[src/design/rcf_defines.svh]
// constants for the receive config and fault status block
// assumes inclusion by bare name from design files
`ifndef RCF_DEFINES_SVH
`define RCF_DEFINES_SVH
// register byte offsets
`define RCF_OFS_CFG      8'h00
`define RCF_OFS_STAT     8'h04
`define RCF_OFS_FRAMES   8'h08
// configuration word bit positions
`define RCF_B_RST        0
`define RCF_B_EN         1
`define RCF_B_VLAN       2
`define RCF_B_FCS        3
`define RCF_B_JUMBO      4
`define RCF_B_FC         5
`define RCF_B_PRE        7
`define RCF_B_LTDIS      8
`define RCF_B_CLDIS      9
`define RCF_B_INH        10
`define RCF_B_MTUEN      14
`define RCF_B_MTU_LO     16
`define RCF_B_MTU_HI     30
// writable bits, reserved ones stay zero
`define RCF_CFG_MASK     32'h7fff_47bf
`define RCF_CFG_RST_VAL  32'h0000_0000
// status bit positions
`define RCF_S_LF         0
`define RCF_S_RF         1
// frame lengths in bytes
`define RCF_LEN_MIN      16'h0040
`define RCF_LEN_STD      16'h05ee
`define RCF_LEN_VLAN     16'h05f2
// column encodings
`define RCF_SEQ_CHAR     8'h9c
`define RCF_SEQ_LF       8'h01
`define RCF_SEQ_RF       8'h02
`define RCF_IDLE_D       32'h0707_0707
`define RCF_IDLE_C       4'hf
`define RCF_SEQ_C        4'h1
`endif

[src/design/rcf_pkg.sv]
// types shared by the receive config and fault status block
// assumes the defines header for widths of columns
package rcf_pkg;
    // kind of a received column
    typedef enum logic [1:0] {COL_DATA, COL_LF, COL_RF} rcf_col_e;
    // one frame descriptor from the receive pipeline
    typedef struct packed {
        logic [15:0] len;
        logic        is_ctrl;
        logic        is_pause;
        logic        is_vlan;
        logic        fcs_ok;
        logic        lt_err;
    } rcf_frame_s;
endpackage : rcf_pkg

[src/design/rcf_frame_if.sv]
// carrier between the top and the frame judge
// assumes one clock domain, synchronous to clk
`timescale 1ns/100ps
interface rcf_frame_if;
    logic               done;      // frame descriptor strobe
    rcf_pkg::rcf_frame_s frm;      // descriptor
    logic [31:0]        cfg;       // live config word
    logic               good;      // frame delivered good
    logic               bad;       // frame delivered bad
    logic               drop;      // frame withheld from client
    logic               pause_req; // pause consumed
    logic               count;     // frame counted in statistics
    logic               keep_fcs;  // forward fcs bytes
    logic               keep_pre;  // forward preamble
    modport top   (output done, frm, cfg,
                   input good, bad, drop, pause_req, count, keep_fcs, keep_pre);
    modport judge (input done, frm, cfg,
                   output good, bad, drop, pause_req, count, keep_fcs, keep_pre);
endinterface : rcf_frame_if

[src/design/rcf_frame_judge.sv]
// per-frame verdict from the receive configuration word
// assumes descriptors arrive one per done pulse in the clk domain
`timescale 1ns/100ps
`include "rcf_defines.svh"
module rcf_frame_judge (
    input  wire logic clk,
    input  wire logic rst,
    input  wire logic ce,
    rcf_frame_if.judge fi
);
    ////////////////////////////////////////////////////////////////////
    // decode
    wire logic [15:0] mtu_w    = {1'b0, fi.cfg[`RCF_B_MTU_HI:`RCF_B_MTU_LO]};
    wire logic        en_w     = fi.cfg[`RCF_B_EN] & ~fi.cfg[`RCF_B_RST];
    // limit: mtu first, then jumbo, then vlan default
    wire logic [15:0] lim_w    = fi.cfg[`RCF_B_VLAN] && fi.frm.is_vlan
                                 ? `RCF_LEN_VLAN : `RCF_LEN_STD;
    wire logic        long_w   = fi.cfg[`RCF_B_MTUEN] ? (fi.frm.len > mtu_w)
                               : (!fi.cfg[`RCF_B_JUMBO] && fi.frm.len > lim_w);
    // control frames over minimum are bad unless check disabled
    wire logic        ctl_w    = fi.frm.is_ctrl && fi.frm.len > `RCF_LEN_MIN
                                 && !fi.cfg[`RCF_B_CLDIS];
    wire logic        lt_w     = fi.frm.lt_err && !fi.cfg[`RCF_B_LTDIS];
    // fcs always checked, even when stripped
    wire logic        bad_w    = !fi.frm.fcs_ok || lt_w || ctl_w || long_w;
    wire logic        pause_w  = fi.frm.is_pause && fi.cfg[`RCF_B_FC];
    wire logic        take_w   = fi.done && en_w;
    logic             good_reg;
    logic             bad_reg;
    logic             drop_reg;
    logic             pause_reg;
    logic             count_reg;
    ////////////////////////////////////////////////////////////////////
    // registered verdict, one cycle after done
    always_ff @(posedge clk or posedge rst)
    begin
        if (rst)
        begin
            good_reg  <= 1'b0;
            bad_reg   <= 1'b0;
            drop_reg  <= 1'b0;
            pause_reg <= 1'b0;
            count_reg <= 1'b0;
        end
        else if (ce)
        begin
            good_reg  <= take_w && !bad_w && !pause_w;
            bad_reg   <= take_w && bad_w && !pause_w;
            drop_reg  <= take_w && (pause_w || long_w);
            pause_reg <= take_w && pause_w && !bad_w;
            count_reg <= take_w && !(fi.frm.is_vlan && !fi.cfg[`RCF_B_VLAN]);
        end
    end
    assign fi.good      = good_reg;
    assign fi.bad       = bad_reg;
    assign fi.drop      = drop_reg;
    assign fi.pause_req = pause_reg;
    assign fi.count     = count_reg;
    assign fi.keep_fcs  = fi.cfg[`RCF_B_FCS];
    assign fi.keep_pre  = fi.cfg[`RCF_B_PRE];
endmodule : rcf_frame_judge

[src/design/rcf_top.sv]
// receive configuration and link fault status, wishbone register port
// assumes all inputs synchronous to clk and a classic wishbone master
//
// The implementer's own choices: register access over Wishbone and the register addresses.
`timescale 1ns/100ps
`include "rcf_defines.svh"
module rcf_top (
    input  wire logic        clk,
    input  wire logic        rst,
    input  wire logic        ce,
    // wishbone slave
    input  wire logic        wb_cyc_i,
    input  wire logic        wb_stb_i,
    input  wire logic        wb_we_i,
    input  wire logic [7:0]  wb_adr_i,
    input  wire logic [3:0]  wb_sel_i,
    input  wire logic [31:0] wb_dat_i,
    output logic      [31:0] wb_dat_o,
    output logic             wb_ack_o,
    // received column from the link
    input  wire logic [31:0] rx_col_d,
    input  wire logic [3:0]  rx_col_c,
    // client transmit column and link transmit column
    input  wire logic [31:0] tx_cli_d,
    input  wire logic [3:0]  tx_cli_c,
    output logic      [31:0] tx_col_d,
    output logic      [3:0]  tx_col_c,
    // frame descriptor from the receive pipeline
    input  wire logic        frm_done,
    input  wire logic [15:0] frm_len,
    input  wire logic        frm_is_ctrl,
    input  wire logic        frm_is_pause,
    input  wire logic        frm_is_vlan,
    input  wire logic        frm_fcs_ok,
    input  wire logic        frm_lt_err,
    // verdict to the client side
    output logic             frm_good,
    output logic             frm_bad,
    output logic             frm_drop,
    output logic             frm_count,
    output logic             keep_fcs,
    output logic             keep_pre,
    output logic             pause_req,
    output logic             rx_blk_rst,
    output logic             rx_active,
    output logic [1:0]       fault_status
);
    ////////////////////////////////////////////////////////////////////
    // column classification
    // one place for the ordered set match so rx and checks agree
    function automatic rcf_pkg::rcf_col_e col_kind(input logic [31:0] d,
                                                   input logic [3:0]  c);
        rcf_pkg::rcf_col_e k;
        k = rcf_pkg::COL_DATA;
        if (c == `RCF_SEQ_C && d[7:0] == `RCF_SEQ_CHAR && d[23:8] == 16'h0000)
        begin
            if (d[31:24] == `RCF_SEQ_LF)
                k = rcf_pkg::COL_LF;
            else if (d[31:24] == `RCF_SEQ_RF)
                k = rcf_pkg::COL_RF;
        end
        return k;
    endfunction : col_kind

    ////////////////////////////////////////////////////////////////////
    // registers
    logic [31:0] cfg_reg;        // receive configuration word
    logic [31:0] cfg_next;       // after byte-lane merge
    logic [1:0]  stat_reg;       // fault status, read-only
    logic [31:0] frames_reg;     // counted frames
    logic        ack_reg;        // wishbone acknowledge
    logic [31:0] rdat_reg;       // read data
    logic [31:0] txd_reg;        // link transmit data
    logic [3:0]  txc_reg;        // link transmit control
    logic        blk_rst_reg;    // receive block reset

    ////////////////////////////////////////////////////////////////////
    // bus decode
    wire logic req_w     = wb_cyc_i & wb_stb_i & ~ack_reg;
    wire logic wr_w      = req_w & wb_we_i;
    wire logic hit_cfg   = (wb_adr_i == `RCF_OFS_CFG);
    wire logic hit_stat  = (wb_adr_i == `RCF_OFS_STAT);
    wire logic hit_frm   = (wb_adr_i == `RCF_OFS_FRAMES);
    wire logic [31:0] lane_w = {{8{wb_sel_i[3]}}, {8{wb_sel_i[2]}},
                                {8{wb_sel_i[1]}}, {8{wb_sel_i[0]}}};
    // reserved bits never store, so they read back as zero
    assign cfg_next = ((cfg_reg & ~lane_w) | (wb_dat_i & lane_w))
                      & `RCF_CFG_MASK;
    // unmapped offsets read zero and still acknowledge
    wire logic [31:0] rsel_w = hit_cfg  ? cfg_reg
                             : hit_stat ? {30'h0000_0000, stat_reg}
                             : hit_frm  ? frames_reg
                             : 32'h0000_0000;

    ////////////////////////////////////////////////////////////////////
    // fault detect
    wire rcf_pkg::rcf_col_e kind_w = col_kind(rx_col_d, rx_col_c);
    wire logic lf_w  = (kind_w == rcf_pkg::COL_LF);
    wire logic rf_w  = (kind_w == rcf_pkg::COL_RF);
    wire logic inh_w = cfg_reg[`RCF_B_INH];

    ////////////////////////////////////////////////////////////////////
    // link transmit select
    // local fault wins over remote fault, matching the link fault order
    wire logic [31:0] txd_w = inh_w ? tx_cli_d
                            : stat_reg[`RCF_S_LF] ? {`RCF_SEQ_RF, 16'h0000,
                                                     `RCF_SEQ_CHAR}
                            : stat_reg[`RCF_S_RF] ? `RCF_IDLE_D
                            : tx_cli_d;
    wire logic [3:0]  txc_w = inh_w ? tx_cli_c
                            : stat_reg[`RCF_S_LF] ? `RCF_SEQ_C
                            : stat_reg[`RCF_S_RF] ? `RCF_IDLE_C
                            : tx_cli_c;

    ////////////////////////////////////////////////////////////////////
    // wishbone handshake, answer one cycle after the request
    always_ff @(posedge clk or posedge rst)
    begin
        if (rst)
        begin
            ack_reg  <= 1'b0;
            rdat_reg <= 32'h0000_0000;
        end
        else if (ce)
        begin
            ack_reg  <= req_w;
            rdat_reg <= req_w ? rsel_w : rdat_reg;
        end
    end

    ////////////////////////////////////////////////////////////////////
    // configuration word, all in the clk domain
    always_ff @(posedge clk or posedge rst)
    begin
        if (rst)
            cfg_reg <= `RCF_CFG_RST_VAL;
        else if (ce && wr_w && hit_cfg)
            cfg_reg <= cfg_next;
    end

    ////////////////////////////////////////////////////////////////////
    // fault status follows the column every cycle that ce is high
    // no latching: software sees the live condition, so a short fault may be missed
    always_ff @(posedge clk or posedge rst)
    begin
        if (rst)
            stat_reg <= 2'b00;
        else if (ce)
        begin
            stat_reg[`RCF_S_LF] <= lf_w;
            stat_reg[`RCF_S_RF] <= rf_w;
        end
    end

    ////////////////////////////////////////////////////////////////////
    // link transmit column register
    always_ff @(posedge clk or posedge rst)
    begin
        if (rst)
        begin
            txd_reg <= `RCF_IDLE_D;
            txc_reg <= `RCF_IDLE_C;
        end
        else if (ce)
        begin
            txd_reg <= txd_w;
            txc_reg <= txc_w;
        end
    end

    ////////////////////////////////////////////////////////////////////
    // receive block reset: port reset or the config bit
    always_ff @(posedge clk or posedge rst)
    begin
        if (rst)
            blk_rst_reg <= 1'b1;
        else if (ce)
            blk_rst_reg <= cfg_reg[`RCF_B_RST];
    end

    ////////////////////////////////////////////////////////////////////
    // frame judge
    rcf_frame_if fi ();
    assign fi.done = frm_done;
    assign fi.frm  = '{len: frm_len, is_ctrl: frm_is_ctrl, is_pause: frm_is_pause,
                       is_vlan: frm_is_vlan, fcs_ok: frm_fcs_ok, lt_err: frm_lt_err};
    assign fi.cfg  = cfg_reg;

    rcf_frame_judge u_judge (
        .clk (clk),
        .rst (rst),
        .ce  (ce),
        .fi  (fi.judge)
    );

    ////////////////////////////////////////////////////////////////////
    // statistics counter, wraps; writes are ignored
    always_ff @(posedge clk or posedge rst)
    begin
        if (rst)
            frames_reg <= 32'h0000_0000;
        else if (ce && fi.count)
            frames_reg <= frames_reg + 32'h0000_0001;
    end

    ////////////////////////////////////////////////////////////////////
    // outputs
    assign wb_ack_o     = ack_reg;
    assign wb_dat_o     = rdat_reg;
    assign tx_col_d     = txd_reg;
    assign tx_col_c     = txc_reg;
    assign frm_good     = fi.good;
    assign frm_bad      = fi.bad;
    assign frm_drop     = fi.drop;
    assign frm_count    = fi.count;
    assign keep_fcs     = fi.keep_fcs;
    assign keep_pre     = fi.keep_pre;
    assign pause_req    = fi.pause_req;
    assign rx_blk_rst   = blk_rst_reg | rst;
    assign rx_active    = cfg_reg[`RCF_B_EN] & ~blk_rst_reg;
    assign fault_status = stat_reg;
endmodule : rcf_top

[config.mk]
export PLATFORM = sky130hd
export DESIGN_NAME = rcf_top
export DESIGN_NICKNAME = d
export VERILOG_FILES = /design/src/design/rcf_pkg.sv /design/src/design/rcf_frame_if.sv /design/src/design/rcf_frame_judge.sv /design/src/design/rcf_top.sv
export VERILOG_INCLUDE_DIRS = /design/src /design/src/design
export SDC_FILE = /design/constraint.sdc
export NUM_CORES = 1
export LEC_CHECK = 0
export ABC_AREA = 1
export BUFFER_PORTS_ARGS = -buffer_cell sky130_fd_sc_hd__buf_2
export CAP_MARGIN = 20
export CORE_ASPECT_RATIO = 1.1
export CORE_MARGIN = 5
export CORE_UTILIZATION = 35
export CTS_CLUSTER_DIAMETER = 50
export DETAILED_ROUTE_END_ITERATION = 7
export PLACE_DENSITY_LB_ADDON = 0.2
export SKIP_LAST_GASP = 1
export SLEW_MARGIN = 20
export SYNTH_ARGS = -nofsm -noshare
export SYNTH_HDL_FRONTEND = slang
export SYNTH_HIERARCHICAL = 1
export SYNTH_SLANG_ARGS = --single-unit
[constraint.sdc]
create_clock -name clk -period 4.9 [get_ports clk]
set_input_delay 0.735 -clock clk [delete_from_list [all_inputs] [get_ports clk]]
set_output_delay 0.735 -clock clk [all_outputs]
set_load 0.01 [all_outputs]
# Word-level counts from Yosys, hierarchy flattened
# Index checks and enable logic that the tools add are counted.
dict set report totals {
  reg_bits 135
  latch_bits 0
  ram_bits 0
  romBits 0
  in_bits 144
  elab_cells 88
  mem_count 0
}
dict set report op_classes {
  n_addsub 1
  n_mul 0
  div_mod_pow 0
  order_cmp 3
  n_eq_ne 8
  shifts 0
  mux 14
  bitwise_logic 13
  n_reduce_logical 36
}
# operator n
set ops {}
lappend ops {{2-to-1 mux 32 bit} 6}
lappend ops {{bitwise AND 31 bit} 2}
lappend ops {{adder 32 x 1 -> 32 bit (second input constant)} 1}
lappend ops {{NOT 31 bit} 1}
lappend ops {{OR 31 bit} 1}
lappend ops {{logical AND 1 bit} 21}
lappend ops {{greater-than comparator 16 x 15 -> 1 bit} 1}
lappend ops {{greater-than comparator 16 bit} 1}
lappend ops {{greater-than comparator 16 x 7 -> 1 bit (second input constant)} 1}
lappend ops {{zero test 16 bit} 1}
lappend ops {{2-to-1 mux 4 bit} 3}
lappend ops {{equality test 8 x 1 -> 1 bit (second input constant)} 1}
lappend ops {{equality test 8 x 2 -> 1 bit (second input constant)} 1}
lappend ops {{equality test 8 x 3 -> 1 bit (second input constant)} 1}
lappend ops {{equality test 8 x 4 -> 1 bit (second input constant)} 1}
lappend ops {{equality test 8 bit (second input constant)} 1}
lappend ops {{zero test 1 bit} 8}
lappend ops {{zero test 8 bit} 1}
lappend ops {{2-to-1 mux 2 bit} 3}
lappend ops {{bitwise AND 1 bit} 5}
lappend ops {{2-to-1 mux 5 bit} 1}
lappend ops {{equality test 4 x 1 -> 1 bit (second input constant)} 1}
lappend ops {{logical OR 1 bit} 4}
lappend ops {{NOT 1 bit} 3}
lappend ops {{other kinds (5)} 5}

# Depth between registers and ports, before layout
dict set report depth {
  word_depth 9
  mapped_depth 16
  depth_no_buf 16
}

# Hierarchy
# Netlist, hierarchy kept.
# mod n_inst cells_each area_per_inst_um2 seq_area_each_um2
set by_module_without_submodules {}
lappend by_module_without_submodules {rcf_top 1 707 6172.2 3274.4}
lappend by_module_without_submodules {rcf_frame_judge 1 143 850.8 125.1}

# Worst setup path before layout
# No wires, ideal clock.
dict set report synth_path {
  kind {input -> output}
  startpoint {in rst}
  endpoint {out rx_blk_rst}
  arrival_time_ns 3.808
  setup_slack_ns 0.357
  stages 2
  cell_sequence {inv_1 -> nand2_1}
}
dict set report synth_via {
  elab_chain_cells 1
}
# item line_no
set synth_rtl {}
lappend synth_rtl {{start, declared} rcf_top.sv:9} ;# input wire logic rst,
lappend synth_rtl {{OR 1 bit} rcf_top.sv:219} ;# assign rx_blk_rst = blk_rst_reg | rst;
lappend synth_rtl {{end, declared} rcf_top.sv:44} ;# output logic rx_blk_rst,
# Every way passes these cells.

==> run_results.csv <==
group,metric,value,unit
global_routing,gr-total-overflow,0,
sta,skew,8.53,ps
sta,min_period,2510,ps
critical_path,crit_chain,"buf_2 > nand4_4 > nor2_4 > nand3_2 > nand2_1 > o21ai_2",
cts,cts_tree,"built",
routing,route.detailed.drc,0,
cts,htreeDepth,4,
floorplan,num_rows,54,
placement,dpl.hpwl,15700,um
floorplan,die_width,145,um
cts,cts.sink_count,135,
layout,nNetsFinal,1222,
sta,max_slew.worst_pin.slew,942,ps
critical_path,path_class,"in -> reg",
routing,vias,6331,
critical_path,path_max_fanout,40,
critical_path,crit_family,"simple AND/OR/NAND/NOR gates",
yosys,synth_area,0.00702,mm^2
floorplan,die_area,0.0230,mm^2
floorplan,io_pins,224,
routing,wirelength,20400,um
critical_path,arrival,2810,ps
critical_path,crit_slowest_cell,"nand4_4",
global_routing,antenna_found_initial,0,
sta,max_clock_freq,0.398,GHz
flow_run,maxCapViolations,0,
pwr,p_leak,4.59,nW
sta,hold_viol_final,0,
cts,cts.reportedPaths.clkPinSlew,60,ps
pwr,p_per_area,350,mW/mm^2
cts,clockRootBuffer,"clkbuf_16",
hold_path,hold_path_class,"in -> async",
pwr,ir_worst_vdd,0.000230,V
layout,final_area,0.00901,mm^2
run_status,status,"complete, no violations",
sta,final-setup-viol-count,0,
critical_path,crit_path_end_kind,"flop",
routing,firstDrtPassIters,8,
routing,vias_per_cell,4.77,
cts,clockBufferDepth,2,
layout,syn_to_final_growth,28.4,%
critical_path,cp_slowest_stage_delay,630,ps
critical_path,critPathRequiredTime,5200,ps
global_routing,grt_pass1_wl,33400,um
yosys,postSynthCellCount,849,
placement,io_buffers,217,
global_routing,grt_max_degree,72,
sta,post-route-period-util,51.2,%
cts,insertion_delay,420,ps
placement,place.gp.congestion,0.824,
sta,rsz0062_at_grt,"no",
sta,report.final.slew_viol_count,0,
cts,post_cts_buffers,0,
sta,fin_setup_tns,0,ps
floorplan,core-area,0.0198,mm^2
global_routing,grtUsageTotal,18.1,%
cts,hold_buffers,0,
placement,place_area,0.00828,mm^2
global_routing,grt_pass1_vias,6500,
critical_path,path_buf_inv,1,
cts,cts_inserted_buffers,17,
critical_path,crit_path_start_kind,"primary input",
cts,post_cts_resized,0,
yosys,syn_area_per_cell,8.27,um^2
floorplan,start_util,35.5,%
sta,max_slew_margin,37.1,%
floorplan,die_h,159,um
yosys,ys_warn_count,6,
yosys,syn_nets,1010,
routing,drt-initial-drc-count,209,
layout,drive_above_1_share,28.9,%
routing,ant_nets,0,
routing,post_drt_wl_per_cell,15.4,um
layout,diodes,0,
[worst paths after layout]
kind,to,from,cells after the start,slack [ps]
min in group clk,wb_dat_o[1],wb_dat_o[1],2,480
setup / recovery,flop,ce,6,2390
hold reg to reg,wb_dat_o[1],wb_dat_o[1],2,480
max in group asynchronous,frames_reg[23],rst,3,3030
hold / removal,u_judge/fi.good,rst,2,230
setup reg to reg,wb_dat_o[26],wb_ack_o,5,2720
[final cells by class]
class	count	area, um^2
fillers	1977	10800
flip-flops and latches	135	3400
multi-input cells	573	3030
repair buffers	219	1100
clock buffers	20	457
inverters	115	434
well taps	252	315
clock inverters	12	270
[worst reg2reg max path, stage by stage (launching register included)]
cell and delay (ps):
dfrtp_1 340, inv_1 70, nand4_4 380, clkinv_1 840
nor2_1 330, a21oi_1 80
[cell usage in the layout (no fill, tap or decap), drive strengths merged, types with 8 or more instances in the layout]
cell type  count
dfrtp        118
nand3         54
nand2        181
buf          219
nand4         18
nor2         120
a22o          14
o21ai         52
nor3          13
clkbuf        20
xor2          14
dfstp         17
inv          115
a21oi         61
bufinv         8
ha            17
[layer usage]
metal  GRT usage (%)  part of all wire, %  up-vias
li1                -                    -     3168
met1            22.8                   43     2932
met2            30.1                   47      212
met3            6.15                  8.5       19
met4            4.48                  1.1        0
met5               0                    0        -
[per-stage QoR]
step                power, W  utilization (%)  std cells  hold WS, ps  worst slack, ps
global route         0.00329             45.5       1326          223             2170
detailed placement   0.00160             41.8       1294          464             1940
floorplan            0.00142                -        849          442              357
finish               0.00315             45.5       1326          228             2390
CTS                  0.00319             45.5       1326          210             2390
global placement     0.00160             41.8       1294          457             1930
[where the power goes]
part | leakage, nW | internal (W) | switching [W] | total (W)
combinational | 2.54 | 0.000142 | 0.000195 | 0.000337
sequential | 1.71 | 0.00119 | 0.0000476 | 0.00124
clock | 0.351 | 0.00109 | 0.000487 | 0.00157
No activity file was read; power rests on OpenSTA's default activity.
